<file path="config.mk">
export PLATFORM = sky130hd
export DESIGN_NAME = status_flag_unit
export DESIGN_NICKNAME = d
export VERILOG_FILES = /design/src/rtl/flag_pkg.sv /design/src/rtl/status_flag_unit.sv /design/src/rtl/nibble_adder.sv
export SDC_FILE = /design/constraint.sdc
export NUM_CORES = 1
export LEC_CHECK = 0
export BUFFER_PORTS_ARGS = -buffer_cell sky130_fd_sc_hd__buf_2
export CORE_ASPECT_RATIO = 1.4
export CORE_MARGIN = 1
export CORE_UTILIZATION = 35
export DETAILED_ROUTE_END_ITERATION = 10
export GPL_ROUTABILITY_DRIVEN = 0
export GPL_TIMING_DRIVEN = 0
export PLACE_DENSITY_LB_ADDON = 0.05
export SLEW_MARGIN = 20
export SYNTH_ARGS = -nofsm -noshare
export SYNTH_HDL_FRONTEND = slang
export SYNTH_HIERARCHICAL = 1
export SYNTH_SLANG_ARGS = --single-unit
export TNS_END_PERCENT = 50
</file>
<file path="constraint.sdc">
create_clock -name clk_sys -period 12.15 [get_ports clk_sys]
set_input_delay 1.215 -clock clk_sys [delete_from_list [all_inputs] [get_ports clk_sys]]
set_output_delay 1.215 -clock clk_sys [all_outputs]
set_load 0.03 [all_outputs]
</file>
<file path="src/rtl/flag_pkg.sv">
// Shared constants, operation codes and flag carrier for the flag unit.
package flag_pkg;

  // System addresses of the two nibbles holding the flags.
  localparam logic [6:0] DEC_MODE_ADDR = 7'h7E;
  localparam logic [6:0] FLAG_WORD_ADDR = 7'h7F;

  // Bit positions inside the nibble at the flag word address.
  localparam int CMP_BIT = 3;
  localparam int CY_BIT = 2;
  localparam int Z_BIT = 1;
  localparam int IXE_BIT = 0;
  // Bit position of the decimal mode flag at its own address.
  localparam int BCD_BIT = 0;

  // Decimal adjust figures for one digit.
  localparam logic [3:0] BCD_DIGIT_MAX = 4'h9;
  localparam logic [4:0] BCD_ADJUST = 5'h06;

  // Operation classes issued by the instruction decoder.
  typedef enum logic [3:0] {
    OP_NONE = 4'b0000,
    OP_ADD  = 4'b0001,
    OP_ADDC = 4'b0010,
    OP_SUB  = 4'b0011,
    OP_SUBC = 4'b0100,
    OP_AND  = 4'b0101,
    OP_OR   = 4'b0110,
    OP_XOR  = 4'b0111,
    OP_MOV  = 4'b1000,
    OP_TEST = 4'b1001,
    OP_ROTATE_RIGHT_THROUGH_CARRY = 4'b1010
  } op_e;

  // The five status flags.
  typedef struct packed {
    logic bcd;
    logic cmp;
    logic cy;
    logic z;
    logic index_modify_enable_flag;
  } flags_s;

  localparam flags_s FLAGS_RESET = 5'h00;

endpackage : flag_pkg

</file>
<file path="src/rtl/status_flag_unit.sv">
// Program status flags and their effect on instruction execution.
`timescale 1ns/10ps
// Summary of operation
// - With index enable set, the data address is operand OR index.
// - A zero arithmetic result sets zero flag unless compare hold is 1 or it is stored to the flag word.
// - A nonzero arithmetic result clears the zero flag unless it is stored to the flag word.
// - With compare hold set, arithmetic results are not stored.
// - Only arithmetic or a store to the flag word changes the zero flag; other classes keep it.
// - A bit test clears compare hold; else only explicit writes move it.
// - Add and subtract set carry on carry or borrow, else clear it.
// - Rotate right through carry: old carry to bit 3, bit 0 to carry.
// - Carry changes only on arithmetic, rotate or a store to the flag word, even under compare.
// - Decimal mode selects decimal digit arithmetic, else 4-bit binary.
// - Decimal mode has no effect on logic, bit test or rotate.
// - Arithmetic aimed at the flag word stores there, over flag updates.
// - Writes to fixed-zero bit positions have no effect and they stay 0.
// - Reads of fixed-zero bit positions return 0.
// - Decimal is 7EH bit 0; compare, carry, zero, index: 7FH bits 3..0.
// - All five flags clear on reset and after the interrupt save.
module status_flag_unit
  import flag_pkg::*;
#(
  parameter int ADDR_W = 7
)
(
  input wire logic clk_sys,
  input wire logic resetn,
  input wire logic addrValid,
  input wire logic [ADDR_W-1:0] operandAddr,
  input wire logic [ADDR_W-1:0] indexRegister,
  input wire logic execValid,
  input wire op_e opCode,
  input wire logic [3:0] memData,
  input wire logic [3:0] srcData,
  input wire logic destIsGr,
  input wire logic [ADDR_W-1:0] grAddr,
  input wire logic [3:0] fixedZeroMask,
  input wire logic readValid,
  input wire logic [ADDR_W-1:0] readAddr,
  input wire logic [3:0] readMemData,
  input wire logic irqSave,
  output logic [ADDR_W-1:0] effAddr,
  output logic wrEn,
  output logic [ADDR_W-1:0] wrAddr,
  output logic [3:0] wrData,
  output logic [3:0] readData,
  output flags_s flags,
  output flags_s savedFlags
);

  logic isArith;
  logic isSub;
  logic useCarry;
  logic [3:0] addSum;
  logic addCarry;
  logic [ADDR_W-1:0] destAddr;
  logic [3:0] result;
  logic [3:0] storeData;
  logic store;
  logic hitFlagWord;
  logic hitDecWord;
  logic [3:0] operandNibble;

  ////////////////////////////////////////////////////////////////////////
  // Operation decode.

  // Arithmetic class and its carry use.
  always_comb begin
    isArith = (opCode == OP_ADD) || (opCode == OP_ADDC) ||
              (opCode == OP_SUB) || (opCode == OP_SUBC);
    isSub = (opCode == OP_SUB) || (opCode == OP_SUBC);
    useCarry = (opCode == OP_ADDC) || (opCode == OP_SUBC);
  end

  // The flag bits live in this unit, not in data memory, so their own values
  // stand in for the operand bits they occupy: the whole nibble at 7FH, bit 0 at 7EH.
  always_comb begin
    if (effAddr == FLAG_WORD_ADDR) begin
      operandNibble = {flags.cmp, flags.cy, flags.z, flags.index_modify_enable_flag};
    end else if (effAddr == DEC_MODE_ADDR) begin
      operandNibble = {memData[3:1], flags.bcd};
    end else begin
      operandNibble = memData;
    end
  end

  // Decimal mode only reaches the adder, so logic and rotate ignore it.
  nibble_adder u_adder (
    .a(operandNibble),
    .b(srcData),
    .carryIn(useCarry & flags.cy),
    .subtract(isSub),
    .decimal(flags.bcd),
    .sum(addSum),
    .carryOut(addCarry)
  );

  // Result of the current operation before any store decision.
  always_comb begin
    case (opCode)
      OP_ADD, OP_ADDC, OP_SUB, OP_SUBC: result = addSum;
      OP_AND: result = operandNibble & srcData;
      OP_OR: result = operandNibble | srcData;
      OP_XOR: result = operandNibble ^ srcData;
      OP_MOV: result = srcData;
      OP_ROTATE_RIGHT_THROUGH_CARRY: result = {flags.cy, operandNibble[3:1]};
      default: result = operandNibble;
    endcase
  end

  // Destination and store decision; fixed-zero positions are masked off so
  // a write can never set them, whatever the result.
  always_comb begin
    destAddr = destIsGr ? grAddr : effAddr;
    hitFlagWord = (destAddr == FLAG_WORD_ADDR);
    hitDecWord = (destAddr == DEC_MODE_ADDR);
    store = execValid && (opCode != OP_NONE) && (opCode != OP_TEST) &&
            !(isArith && flags.cmp);
    storeData = result & ~fixedZeroMask;
  end

  ////////////////////////////////////////////////////////////////////////
  // Address phase.

  // Index modification of the data address. The enable is taken as it stands
  // in the address phase, so an instruction that sets it only affects the
  // addresses of the instructions after it.
  always_ff @(posedge clk_sys) begin
    if (!resetn) begin
      effAddr <= '0;
    end else if (addrValid) begin
      if (flags.index_modify_enable_flag) begin
        effAddr <= operandAddr | indexRegister;
      end else begin
        effAddr <= operandAddr;
      end
    end
  end

  ////////////////////////////////////////////////////////////////////////
  // Flag state.

  // Flags register. The statements run in priority order: computed carry and
  // zero first, then the bit-test clear, then an explicit store into a flag
  // nibble, which must win so that arithmetic aimed at the flag word loses
  // its own carry. Registered flags are seen by the very next execute.
  always_ff @(posedge clk_sys) begin
    if (!resetn) begin
      flags <= FLAGS_RESET;
    end else if (irqSave) begin
      flags <= FLAGS_RESET;
    end else if (execValid) begin
      if (isArith) begin
        flags.cy <= addCarry;
        if (addSum != 4'h0) begin
          flags.z <= 1'b0;
        end else if (!flags.cmp) begin
          flags.z <= 1'b1;
        end
      end else if (opCode == OP_ROTATE_RIGHT_THROUGH_CARRY) begin
        flags.cy <= operandNibble[0];
      end
      if (opCode == OP_TEST) begin
        flags.cmp <= 1'b0;
      end
      if (store && hitFlagWord) begin
        flags.cmp <= storeData[CMP_BIT];
        flags.cy <= storeData[CY_BIT];
        flags.z <= storeData[Z_BIT];
        flags.index_modify_enable_flag <= storeData[IXE_BIT];
      end
      if (store && hitDecWord) begin
        flags.bcd <= storeData[BCD_BIT];
      end
    end
  end

  // Copy of the flags taken in the cycle the interrupt stack saves them.
  always_ff @(posedge clk_sys) begin
    if (!resetn) begin
      savedFlags <= FLAGS_RESET;
    end else if (irqSave) begin
      savedFlags <= flags;
    end
  end

  ////////////////////////////////////////////////////////////////////////
  // Data memory write port.

  // Registered write; the flag nibble itself lives here, not in memory.
  // Suppressed stores leave the strobe low, so memory never sees a result.
  always_ff @(posedge clk_sys) begin
    if (!resetn) begin
      wrEn <= 1'b0;
      wrAddr <= '0;
      wrData <= 4'h0;
    end else begin
      wrEn <= store && !hitFlagWord;
      wrAddr <= destAddr;
      wrData <= storeData;
    end
  end

  ////////////////////////////////////////////////////////////////////////
  // Read port for the system nibbles.

  // Fixed-zero bits always read as zero, whatever sits behind them.
  always_ff @(posedge clk_sys) begin
    if (!resetn) begin
      readData <= 4'h0;
    end else if (readValid) begin
      if (readAddr == FLAG_WORD_ADDR) begin
        readData <= {flags.cmp, flags.cy, flags.z, flags.index_modify_enable_flag} &
                    ~fixedZeroMask;
      end else if (readAddr == DEC_MODE_ADDR) begin
        readData <= {readMemData[3:1], flags.bcd} & ~fixedZeroMask;
      end else begin
        readData <= readMemData & ~fixedZeroMask;
      end
    end
  end

endmodule : status_flag_unit

</file>
<file path="src/rtl/nibble_adder.sv">
// One-digit adder and subtractor with binary or decimal adjust.
`timescale 1ns/10ps
module nibble_adder
  import flag_pkg::*;
(
  input wire logic [3:0] a,
  input wire logic [3:0] b,
  input wire logic carryIn,
  input wire logic subtract,
  input wire logic decimal,
  output logic [3:0] sum,
  output logic carryOut
);

  logic [4:0] raw;

  // Binary sum or difference; bit 4 is carry, or borrow for subtraction.
  always_comb begin
    if (subtract) begin
      raw = {1'b0, a} - {1'b0, b} - {4'h0, carryIn};
    end else begin
      raw = {1'b0, a} + {1'b0, b} + {4'h0, carryIn};
    end
  end

  // Decimal adjust only when asked; binary passes the raw digit.
  always_comb begin
    sum = raw[3:0];
    carryOut = raw[4];
    if (decimal) begin
      if (subtract) begin
        if (raw[4]) begin
          sum = raw[3:0] - BCD_ADJUST[3:0];
        end
      end else if (raw > {1'b0, BCD_DIGIT_MAX}) begin
        sum = raw[3:0] + BCD_ADJUST[3:0];
        carryOut = 1'b1;
      end
    end
  end

endmodule : nibble_adder

</file>
# After elaboration in Yosys (flattened, before gate mapping)
# Cells that the tools add are included.
[word_totals]
register_bits = 33
input_bits = 55
out_inout_bits = 33
wordCells = 99
[classes]
addsub = 6
n_lt_le_gt_ge = 1
n_eq_ne = 18
mux = 22
bitwise = 11
n_reduce_logical = 26
[op_table]
columns = ["cell", "count"]
rows = [
  ["equality test 7 bit (second input constant)", 6],
  ["two-way mux 4 bit", 8],
  ["case mux 4 bit (6 select lines)", 1],
  ["bitwise AND 4 bit", 5],
  ["equality test 4 x 3 -> 1 bit (second input constant)", 4],
  ["two-way mux 7 bit", 2],
  ["equality test 4 bit (second input constant)", 3],
  ["two-way mux 1 bit", 10],
  ["equality test 4 x 2 -> 1 bit (second input constant)", 2],
  ["AND reduction 2 bit", 4],
  ["nonzero test 4 bit", 2],
  ["logical AND 1 bit", 7],
  ["bitwise OR 7 bit", 1],
  ["adder 4 x 4 -> 5 bit", 1],
  ["adder 5 x 1 -> 5 bit", 1],
  ["greater-than comparator 5 x 4 -> 1 bit (second input constant)", 1],
  ["logical OR 1 bit", 5],
  ["two-way mux 5 bit", 1],
  ["subtractor 4 x 4 -> 5 bit", 1],
  ["subtractor 5 x 1 -> 5 bit", 1],
  ["adder 4 x 3 -> 4 bit (second input constant)", 1],
  ["equality test 4 x 1 -> 1 bit (second input constant)", 1],
  ["inequality test 4 bit (second input constant)", 1],
  ["inverter 4 bit", 1],
  ["other kinds (12)", 14],
]

# Logic depth before layout (Yosys ltp)
# Gate-level depths: netlist of the first run.
[logic_depth]
word_depth = 14
depth_mapped = 21
depth_no_buf = 21

# Hierarchy
# Netlist of the first run, hierarchy kept.
[modules_own_cells]
columns = ["module", "instances", "cells_each", "area_each_um2", "seq_area_each_um2"]
rows = [
  ["status_flag_unit", 1, 220, 1970.6, 660.6],
  ["nibble_adder", 1, 84, 700.7, 0.0],
]

# Worst setup path after synthesis of the first run
# OpenSTA, ideal clock, no wires.
[synth_timing]
kind = "input to register"
startpoint = "input opCode[2]"
endpoint = "register flags[1] (netlist name)"
setup_time_ps = 96
arrival_time_ps = 5359
t_required_ps = 12054
setup_slack_ps = 6695
path_stages = 19
n_path_buf = 1
path_cell_list = "buf_4 > xnor2_1 > nor4b_1 > fa_1 > ha_1 > or2_2 > fa_1 > mux2i_1 > xnor2_1 > inv_1 > ha_1 > inv_1 > a2bb2oi_1 > a31oi_1 > o32a_1 > or4_1 > nand3_1 > o2111ai_1 > o41ai_2"
[synth_via]
elab_chain_cells = 13
elab_cells_between_ends = 43
classes_between = "4 x add/sub; 1 x order compare; 11 x eq/ne; 9 x mux; 2 x bitwise; 16 x reduce/logical"
[synth_lines]
columns = ["element", "line", "source"]
rows = [
  ["from (decl)", "status_flag_unit.sv:32", "input wire op_e opCode,"],
  ["equality test 4 x 2 -> 1 bit / equality test 4 x 3 -> 1 bit (equally long branches)", "status_flag_unit.sv:72, status_flag_unit.sv:71", ""],
  ["logical OR 1 bit", "status_flag_unit.sv:72", "useCarry = (opCode == OP_ADDC) || (opCode == OP_SUBC);"],
  ["bitwise AND 1 bit", "status_flag_unit.sv:91", ".carryIn(useCarry & flags.cy),"],
  ["adder 5 x 1 -> 5 bit / subtractor 5 x 1 -> 5 bit (equally long branches)", "nibble_adder.sv:22, nibble_adder.sv:20", ""],
  ["two-way mux 5 bit", "nibble_adder.sv:19", "if (subtract) begin"],
  ["adder 4 x 3 -> 4 bit (tied with other cells)", "nibble_adder.sv:36", "sum = raw[3:0] + BCD_ADJUST[3:0];"],
  ["two-way mux 4 bit (on tied branches)", "nibble_adder.sv:35, nibble_adder.sv:32", ""],
  ["two-way mux 4 bit", "nibble_adder.sv:31", "if (subtract) begin"],
  ["two-way mux 4 bit (*)", "nibble_adder.sv:30", "if (decimal) begin"],
  ["net addSum[2]", "status_flag_unit.sv:54", "logic [3:0] addSum;"],
  ["nonzero test 4 bit (*)", "status_flag_unit.sv:155", "if (addSum != 4'h0) begin"],
  ["two-way mux 1 bit", "status_flag_unit.sv:155", ""],
  ["two-way mux 1 bit", "status_flag_unit.sv:153", "if (isArith) begin"],
  ["two-way mux 4 bit", "status_flag_unit.sv:166", "if (store && hitFlagWord) begin"],
  ["to (decl)", "status_flag_unit.sv:47", "output flags_s flags,"],
]
# Mark *: on every way through the listed nets, which the timed path passes. The rest lies on a longest branch. The select of a mux whose other input is x is not followed.
# A chain may end at the register's enable or synchronous reset.

# Worst setup path in the final report of the first run
[layout_timing]
startpoint = "input opCode[1]"
endpoint = "register flags[1] (netlist name)"
# The elaborated chain is that of the path after synthesis.

==> metrics.md, run 1 <==
| Metric | Value |
|---|---|
| Total wire length | 7.70 mm |
| Skew-Pair Late Insertion Delay | 290 ps |
| WP data required | between 10000 and 15000 ps |
| Switching part of the total power | 0.315 |
| Top cell type's share of synthesized area | 0.247 |
| Fillers | 748 |
| Wire per inst | 15.6 um |
| Worst Clk Skew | about 5 ps |
| First-pass GRT wire length | about 12 mm |
| Final ANT Viol Nets | 0 |
| Hold Crit Start | savedFlags[4]$_SDFFE_PN0P_ |
| R2R setup slack | 6780 ps |
| Post-synth EDFFs | 0 |
| CP Capture Point | flags[1]$_SDFFE_PP0P_ |
| Drt drc | 0 |
| Syn Inst Count | a little over 300 |
| Synthesized cell area | around 2700 um2 |
| H-tree depth | 2 |
| Ports | 88 |
| Placed Instances | around 490 |
| Slew @ Worst Pin | between 500 and 600 ps |
| Worst-path fanout max | 10 |
| Final Max Tran Viols | 0 |
| Pin count of the biggest net entering global routing | 13 |
| Ranking of synthesized cells by area | dfxtp_1 (25%), mux2i_1 (7.9%), ha_1 (7.5%) |
| Seq pwr share | 0.339 |
| Die width | about 76 um |
| Number of hold buffers added after CTS | 0 |
| R2R cell count | 20 |
| CTS resizes | 0 |
| CTS root buffer | clkbuf_8 |
| Number of antenna diodes | 0 |
| PwrDens | 103 nW/um2 |
| Vias in the first global route | 2503 |
| CP Launch Point | opCode[1] |
| Synth top cells by count | dfxtp_1 (33), a21oi_1 (25), inv_1 (22) |
| Kind of critical path | in2reg |
| Peak Freq | roughly 0.17 GHz |
| FF-to-FF End | flags[1]$_SDFFE_PP0P_ |
| Die area | around 8000 um2 |
| Antenna violations before repair | 0 |
| Net count after synthesis | 379 |
| Ys Warns | 6 |
| Sink Count | 33 |
| Async SR Flop Fraction | 0 |
| Final setup vio count | 0 |
| FP Rows | 37 |
| Die H | approximately 110 um |
| Place WS | roughly 6100 ps |
| Gate power share | 0.291 |
| Crit end category | register |
| Max Root-Sink Buffers | 2 |
| Reg2reg start | effAddr[6]$_SDFFE_PN0P_ |
| Max cap viols | 0 |
| Non-Filler Instances | 495 |
| Share of layout cells above drive strength 1 | 0.314 |
| Drt pass-1 iters | 4 |
| Cell type with the highest aggregate area in the netlist | dfxtp_1 |
| Clock share of power | 0.371 |
| Inserted Clock Buffers | 5 |
| Worst hold path type | reg2reg |
| P&R area growth vs syn | 25.8% |
| Setup tns final | 0 ps |
| Tot GR Track Use | 0.202 |
| Critical path arrival | 6040 ps |
| Final net count | about 470 |
| Number of DRC markers in iteration 0 | 88 |
| Final Util | 0.457 |
| Initial Util | 0.363 |
| Sequential fraction of the synthesis area | 0.247 |
| Int Power | between 0.0002 and 0.00025 W |
| Peak VDD IR | around 0.069 mV |
| Unique masters post-synth | 72 |
| CTS tree | built |
| CP startpoint kind | input pin |
| FF+latch count, synth | 33 |
| Dpl hpwl | ~6.4 mm |
| Mean post-synth cell area | around 9 um2 |
| Final Cycle Share | 0.481 |
| RSZ-0062 raised after global routing | no |
| Final WS setup | between 6000 and 7000 ps |
| Routed via count | 2597 |
| Tmin final | around 6000 ps |
| Core ar. | around 7400 um2 |
| Outcome | complete, no violations |
| Grt ovf | 0 |
| Sw Pwr | ~0.00011 W |
| Final hold vios | 0 |
| Most used DFF post-synth | dfxtp_1 |
| Clock-pin transition on the worst setup and hold timing paths | about 80 ps |
| Postcts setup bufs | 0 |
| Slew headroom | 0.599 |
| Most common cell in the netlist | dfxtp_1 |
| Lkg Pwr | roughly 1.5 nW |
| PortBufs | 86 |
| DR vias/cell | 5.25 |
-- per-stage QoR --
| step | power (W) | area [um2] | hold slack, ps |
|---|---|---|---|
| floorplan | 0.000188 | 2670 | 635 |
| global placement | 0.000219 | 3220 | 471 |
| detailed placement | 0.000220 | 3220 | 477 |
| CTS | 0.000349 | 3360 | 497 |
| global route | 0.000363 | 3360 | 535 |
| finish | 0.000345 | 3360 | 489 |
-- how the worst min path moves through the flow --
stage	end	slack [ps]	depth (start not counted)
floorplan	savedFlags[0]$_SDFFE_PN0P_	640	2
global placement	savedFlags[0]$_SDFFE_PN0P_	470	2
detailed placement	savedFlags[4]$_SDFFE_PN0P_	480	2
CTS	savedFlags[4]$_SDFFE_PN0P_	500	2
global route	savedFlags[2]$_SDFFE_PN0P_	530	2
finish	savedFlags[4]$_SDFFE_PN0P_	490	2
-- metal layers --
layer	global-route usage	routed length [um]	vias up
met5	0	0	-
met4	0.0688	148	0
met3	0.0306	239	13
met2	0.381	4280	65
met1	0.215	3030	1205
li1	-	-	1314
-- worst max-delay path, cell delays in order --
cell and delay, ps:
buf_2 150, buf_6 160, xnor2_1 120, nor4b_1 440
fa_1 560, ha_1 210, or2_2 280, fa_1 460
mux2i_1 200, xnor2_1 210, inv_1 110, ha_1 230
inv_1 60, a2bb2oi_1 320, a31oi_1 140, o32a_1 320
or4_1 540, nand3_1 100, o2111ai_1 130, o41ai_2 80
-- layout by cell type (no fill, tap or decap), types with 9 or more instances in the layout --
master,instances
ha_1,16
nor2_1,21
nand2_1,13
nand3_1,9
dfxtp_1,33
mux2i_1,21
inv_1,22
o21ai_0,18
nor3_1,9
a21oi_1,25
buf_2,89
-- area by class of cell --
type	instances	area [um2]	area share
multi-input cells	236	1850	0.550
flip-flops and latches	33	661	0.197
repair buffers	86	430	0.128
well taps	97	121	0.0361
inverters	23	86.3	0.0257
plain buffers	12	75.1	0.0223
clock buffers	5	68.8	0.0205
clock inverters	3	68.8	0.0205
-- cell families after synthesis --
kind of cell | share of synthesized area
and+or+nand+nor | 0.220
AOI/OAI and AO/OA | 0.265
buffers and inverters | 0.0604
DFF | 0.247
muxes | 0.0829
adders and majority gates | 0.105
xor gates and xnor gates | 0.0197
-- power groups by stage --
stage / clock (W) / sequential (W) / combinational, W
after floorplan: 0 / 0.000128 / 0.0000601
after global placement: 0 / 0.000120 / 0.0000993
after detailed placement: 0 / 0.000120 / 0.000101
after CTS: 0.000131 / 0.000117 / 0.000101
after global routing: 0.000135 / 0.000118 / 0.000111
final: 0.000128 / 0.000117 / 0.000100
-- registers in the layout, indices dropped and copies added, names as in the netlist --
signal and flops:
effAddr 7, wrAddr 7, flags 5, savedFlags 5
readData 4, wrData 4, wrEn 1
No activity file was read; power rests on OpenSTA's default activity.
==> inputs of run 2 (changes only) <==
==> constraint.sdc (replaced) <==
create_clock -name clk_sys -period 5.7 [get_ports clk_sys]
set_input_delay 0.57 -clock clk_sys [delete_from_list [all_inputs] [get_ports clk_sys]]
set_output_delay 0.57 -clock clk_sys [all_outputs]
set_load 0.03 [all_outputs]
==> run 2 against run 1 <==
Net effect: design area grew 0.37%; combinational power grew 110%; non-clock buffer count is the same; total power grew 110%; critical path type is now reg2reg; critical endpoint unchanged; highest routed layer unchanged.
==> metrics.md, run 2 (same netlist as run 1, synthesis figures left out) <==
| Metric | Value |
|---|---|
| Number of antenna diodes | 0 (unchanged) |
| Inserted Clock Buffers | 5 (unchanged) |
| PortBufs | 86 (unchanged) |
| Place WS | 258 ps (-5800 ps) |
| FP Rows | 37 (unchanged) |
| Final setup vio count | 0 (unchanged) |
| Buffers & Inverters on Critical Path | 3 (-1) |
| CP delay by family, top | adder cells |
| Die area | 7990 um2 (unchanged) |
| Crit path depth | 20 (unchanged) |
| Tmin final | ~5300 ps |
| Final WS setup | 408 ps (-5900 ps) |
| Crit end category | register |
| Dpl hpwl | 6.39 mm (unchanged) |
| CP startpoint kind | register |
| PwrDens | 218 nW/um2 (+110%) |
| Final Max Tran Viols | 0 (unchanged) |
| CTS tree | built |
| Worst Clk Skew | 4.50 ps (-0.377 ps) |
| Worst hold path type | in2reg |
| R2R cell count | 20 (unchanged) |
| Max Root-Sink Buffers | 2 (unchanged) |
| Final ANT Viol Nets | 0 (unchanged) |
| DR vias/cell | 5.26 (+0.27%) |
| Seq pwr share | 0.338 (about the same) |
| Number of DRC markers in iteration 0 | 85 (-3.4%) |
| Kind of critical path | reg2reg |
| Total wire length | 7.71 mm (+0.14%) |
| Commonest non-fill, non-tap cells in the layout | buf_2 (89), dfxtp_1 (33), a21oi_1 (25) |
| P&R area growth vs syn | 26.3% |
| Tot GR Track Use | 0.202 (unchanged) |
| WP data required | 5900 ps (-6450 ps) |
| DP Area | 3220 um2 (unchanged) |
| Peak Freq | approximately 0.19 GHz |
| R2R setup slack | 410 ps (-6370 ps) |
| Routed via count | 2604 (+0.27%) |
| Sink Count | 33 (unchanged) |
| Crit-path max cell delay | 630 ps (+70 ps) |
| Design Area, Final | 3370 um2 (+0.37%) |
| Die width | 75.8 um (unchanged) |
| Clock-pin transition on the worst setup and hold timing paths | 80 ps (about the same) |
| Worst-path fanout max | 8 (-2) |
| Sw Pwr | 0.000232 W (+110%) |
| Initial Util | 0.363 (unchanged) |
| Grt ovf | 0 (unchanged) |
| Commonest non-fill, non-tap cell in the layout | buf_2 |
| Ports | 88 (unchanged) |
| First-pass GRT wire length | 12.2 mm (unchanged) |
| Critical path arrival | 5490 ps (-550 ps) |
| Fillers | 747 (-0.13%) |
| Peak VDD IR | 0.146 mV (+110%) |
| Skew-Pair Late Insertion Delay | 290 ps (about the same) |
| Pin count of the biggest net entering global routing | 13 (unchanged) |
| Wire per inst | 15.6 um (+0.14%) |
| Vias in the first global route | 2503 (unchanged) |
| Slew @ Worst Pin | 549 ps (-48.3 ps) |
| Final net count | 472 (unchanged) |
| Crit path max-delay cell type | fa_1 |
| Lkg Pwr | 1.53 nW (+0.13%) |
| Postcts setup bufs | 0 (unchanged) |
| Antenna violations before repair | 0 (unchanged) |
| H-tree depth | 2 (unchanged) |
| Overall power | 0.000737 W (+110%) |
| Setup tns final | 0 ps (unchanged) |
| Share of layout cells above drive strength 1 | 0.317 (+0.00251) |
| Drt drc | 0 (unchanged) |
| Clock share of power | 0.370 (about the same) |
| Final Cycle Share | 0.928 |
| CP Cell Sequence | nand4_2 > o21ai_2 > o31ai_4 > fa_1 > inv_1 > ha_1 > or2_2 > fa_1 > mux2i_1 > xnor2_1 > inv_1 > ha_1 > inv_1 > a2bb2oi_1 > a31oi_1 > o32a_1 > or4_1 > nand3_1 > o2111ai_1 > o41ai_2 |
| CTS root buffer | clkbuf_8 |
| Int Power | 0.000505 W (+110%) |
| Drt pass-1 iters | 4 (unchanged) |
| Final hold vios | 0 (unchanged) |
| Core ar. | 7360 um2 (unchanged) |
| Hold Path Depth | 2 (unchanged) |
| Slew headroom | 0.632 (+0.0326) |
| Die H | 105 um (unchanged) |
| RSZ-0062 raised after global routing | no |
| Largest regs | effAddr: 7 flops, wrAddr: 7 flops |
| Max cap viols | 0 (unchanged) |
| Outcome | complete, no violations |
| Gate power share | 0.291 (about the same) |
| Critical Path Most Common Cell | inv_1 |
| Switching part of the total power | 0.315 (+0.000340) |
[run 2: changes by cell type in the layout (fill, tap and decap cells not counted)]
cell	change
o31ai_2	-1
o21ai_0	-1
o21ai_2	+1
o31ai_4	+1
[run 2: cell type report]
cell class,count,area [um2],area share
Multi-Input combinational cell,236,1860,0.552
Sequential cell,33,661,0.196
Timing Repair Buffer,86,430,0.128
Tap cell,97,121,0.0360
Inverter,23,86.3,0.0256
Buffer,12,75.1,0.0223
Clock buffer,5,68.8,0.0204
Clock inverter,3,68.8,0.0204
[run 2: worst paths after layout]
check / startpoint / endpoint
max: effAddr[6]$_SDFFE_PN0P_ / flags[1]$_SDFFE_PP0P_
min: fixedZeroMask[2] / wrData[2]$_SDFF_PN0_
max reg2reg: effAddr[6]$_SDFFE_PN0P_ / flags[1]$_SDFFE_PP0P_
min reg2reg: savedFlags[4]$_SDFFE_PN0P_ / savedFlags[4]$_SDFFE_PN0P_
[run 2: through the flow]
stage                     hold slack, ps  cells  utilization
after global routing                 475    495        0.458
final                                474    495        0.458
after detailed placement             477    487        0.438
after floorplan                      635    304            -
after global placement               471    487        0.438
after CTS                            465    495        0.457
[run 2: what timing repair did]
item,CTS,global route
hold buffers,0,0
gates resized for setup,0,3
endpoints found under the setup margin,0,2
[run 2: power groups by stage]
stage	clock, W	combinational, W	sequential (W)
after floorplan	0	0.000128	0.000273
after global placement	0	0.000212	0.000255
after detailed placement	0	0.000215	0.000255
after CTS	0.000279	0.000216	0.000250
after global routing	0.000288	0.000236	0.000251
final	0.000273	0.000215	0.000249
[run 2: metal layers]
layer / global-route usage / part of all wire / routed length [um]
met1: 0.215 / 0.39 / 3010
met4: 0.0688 / 0.018 / 141
met5: 0 / 0 / 0
met3: 0.0306 / 0.035 / 271
met2: 0.381 / 0.56 / 4280
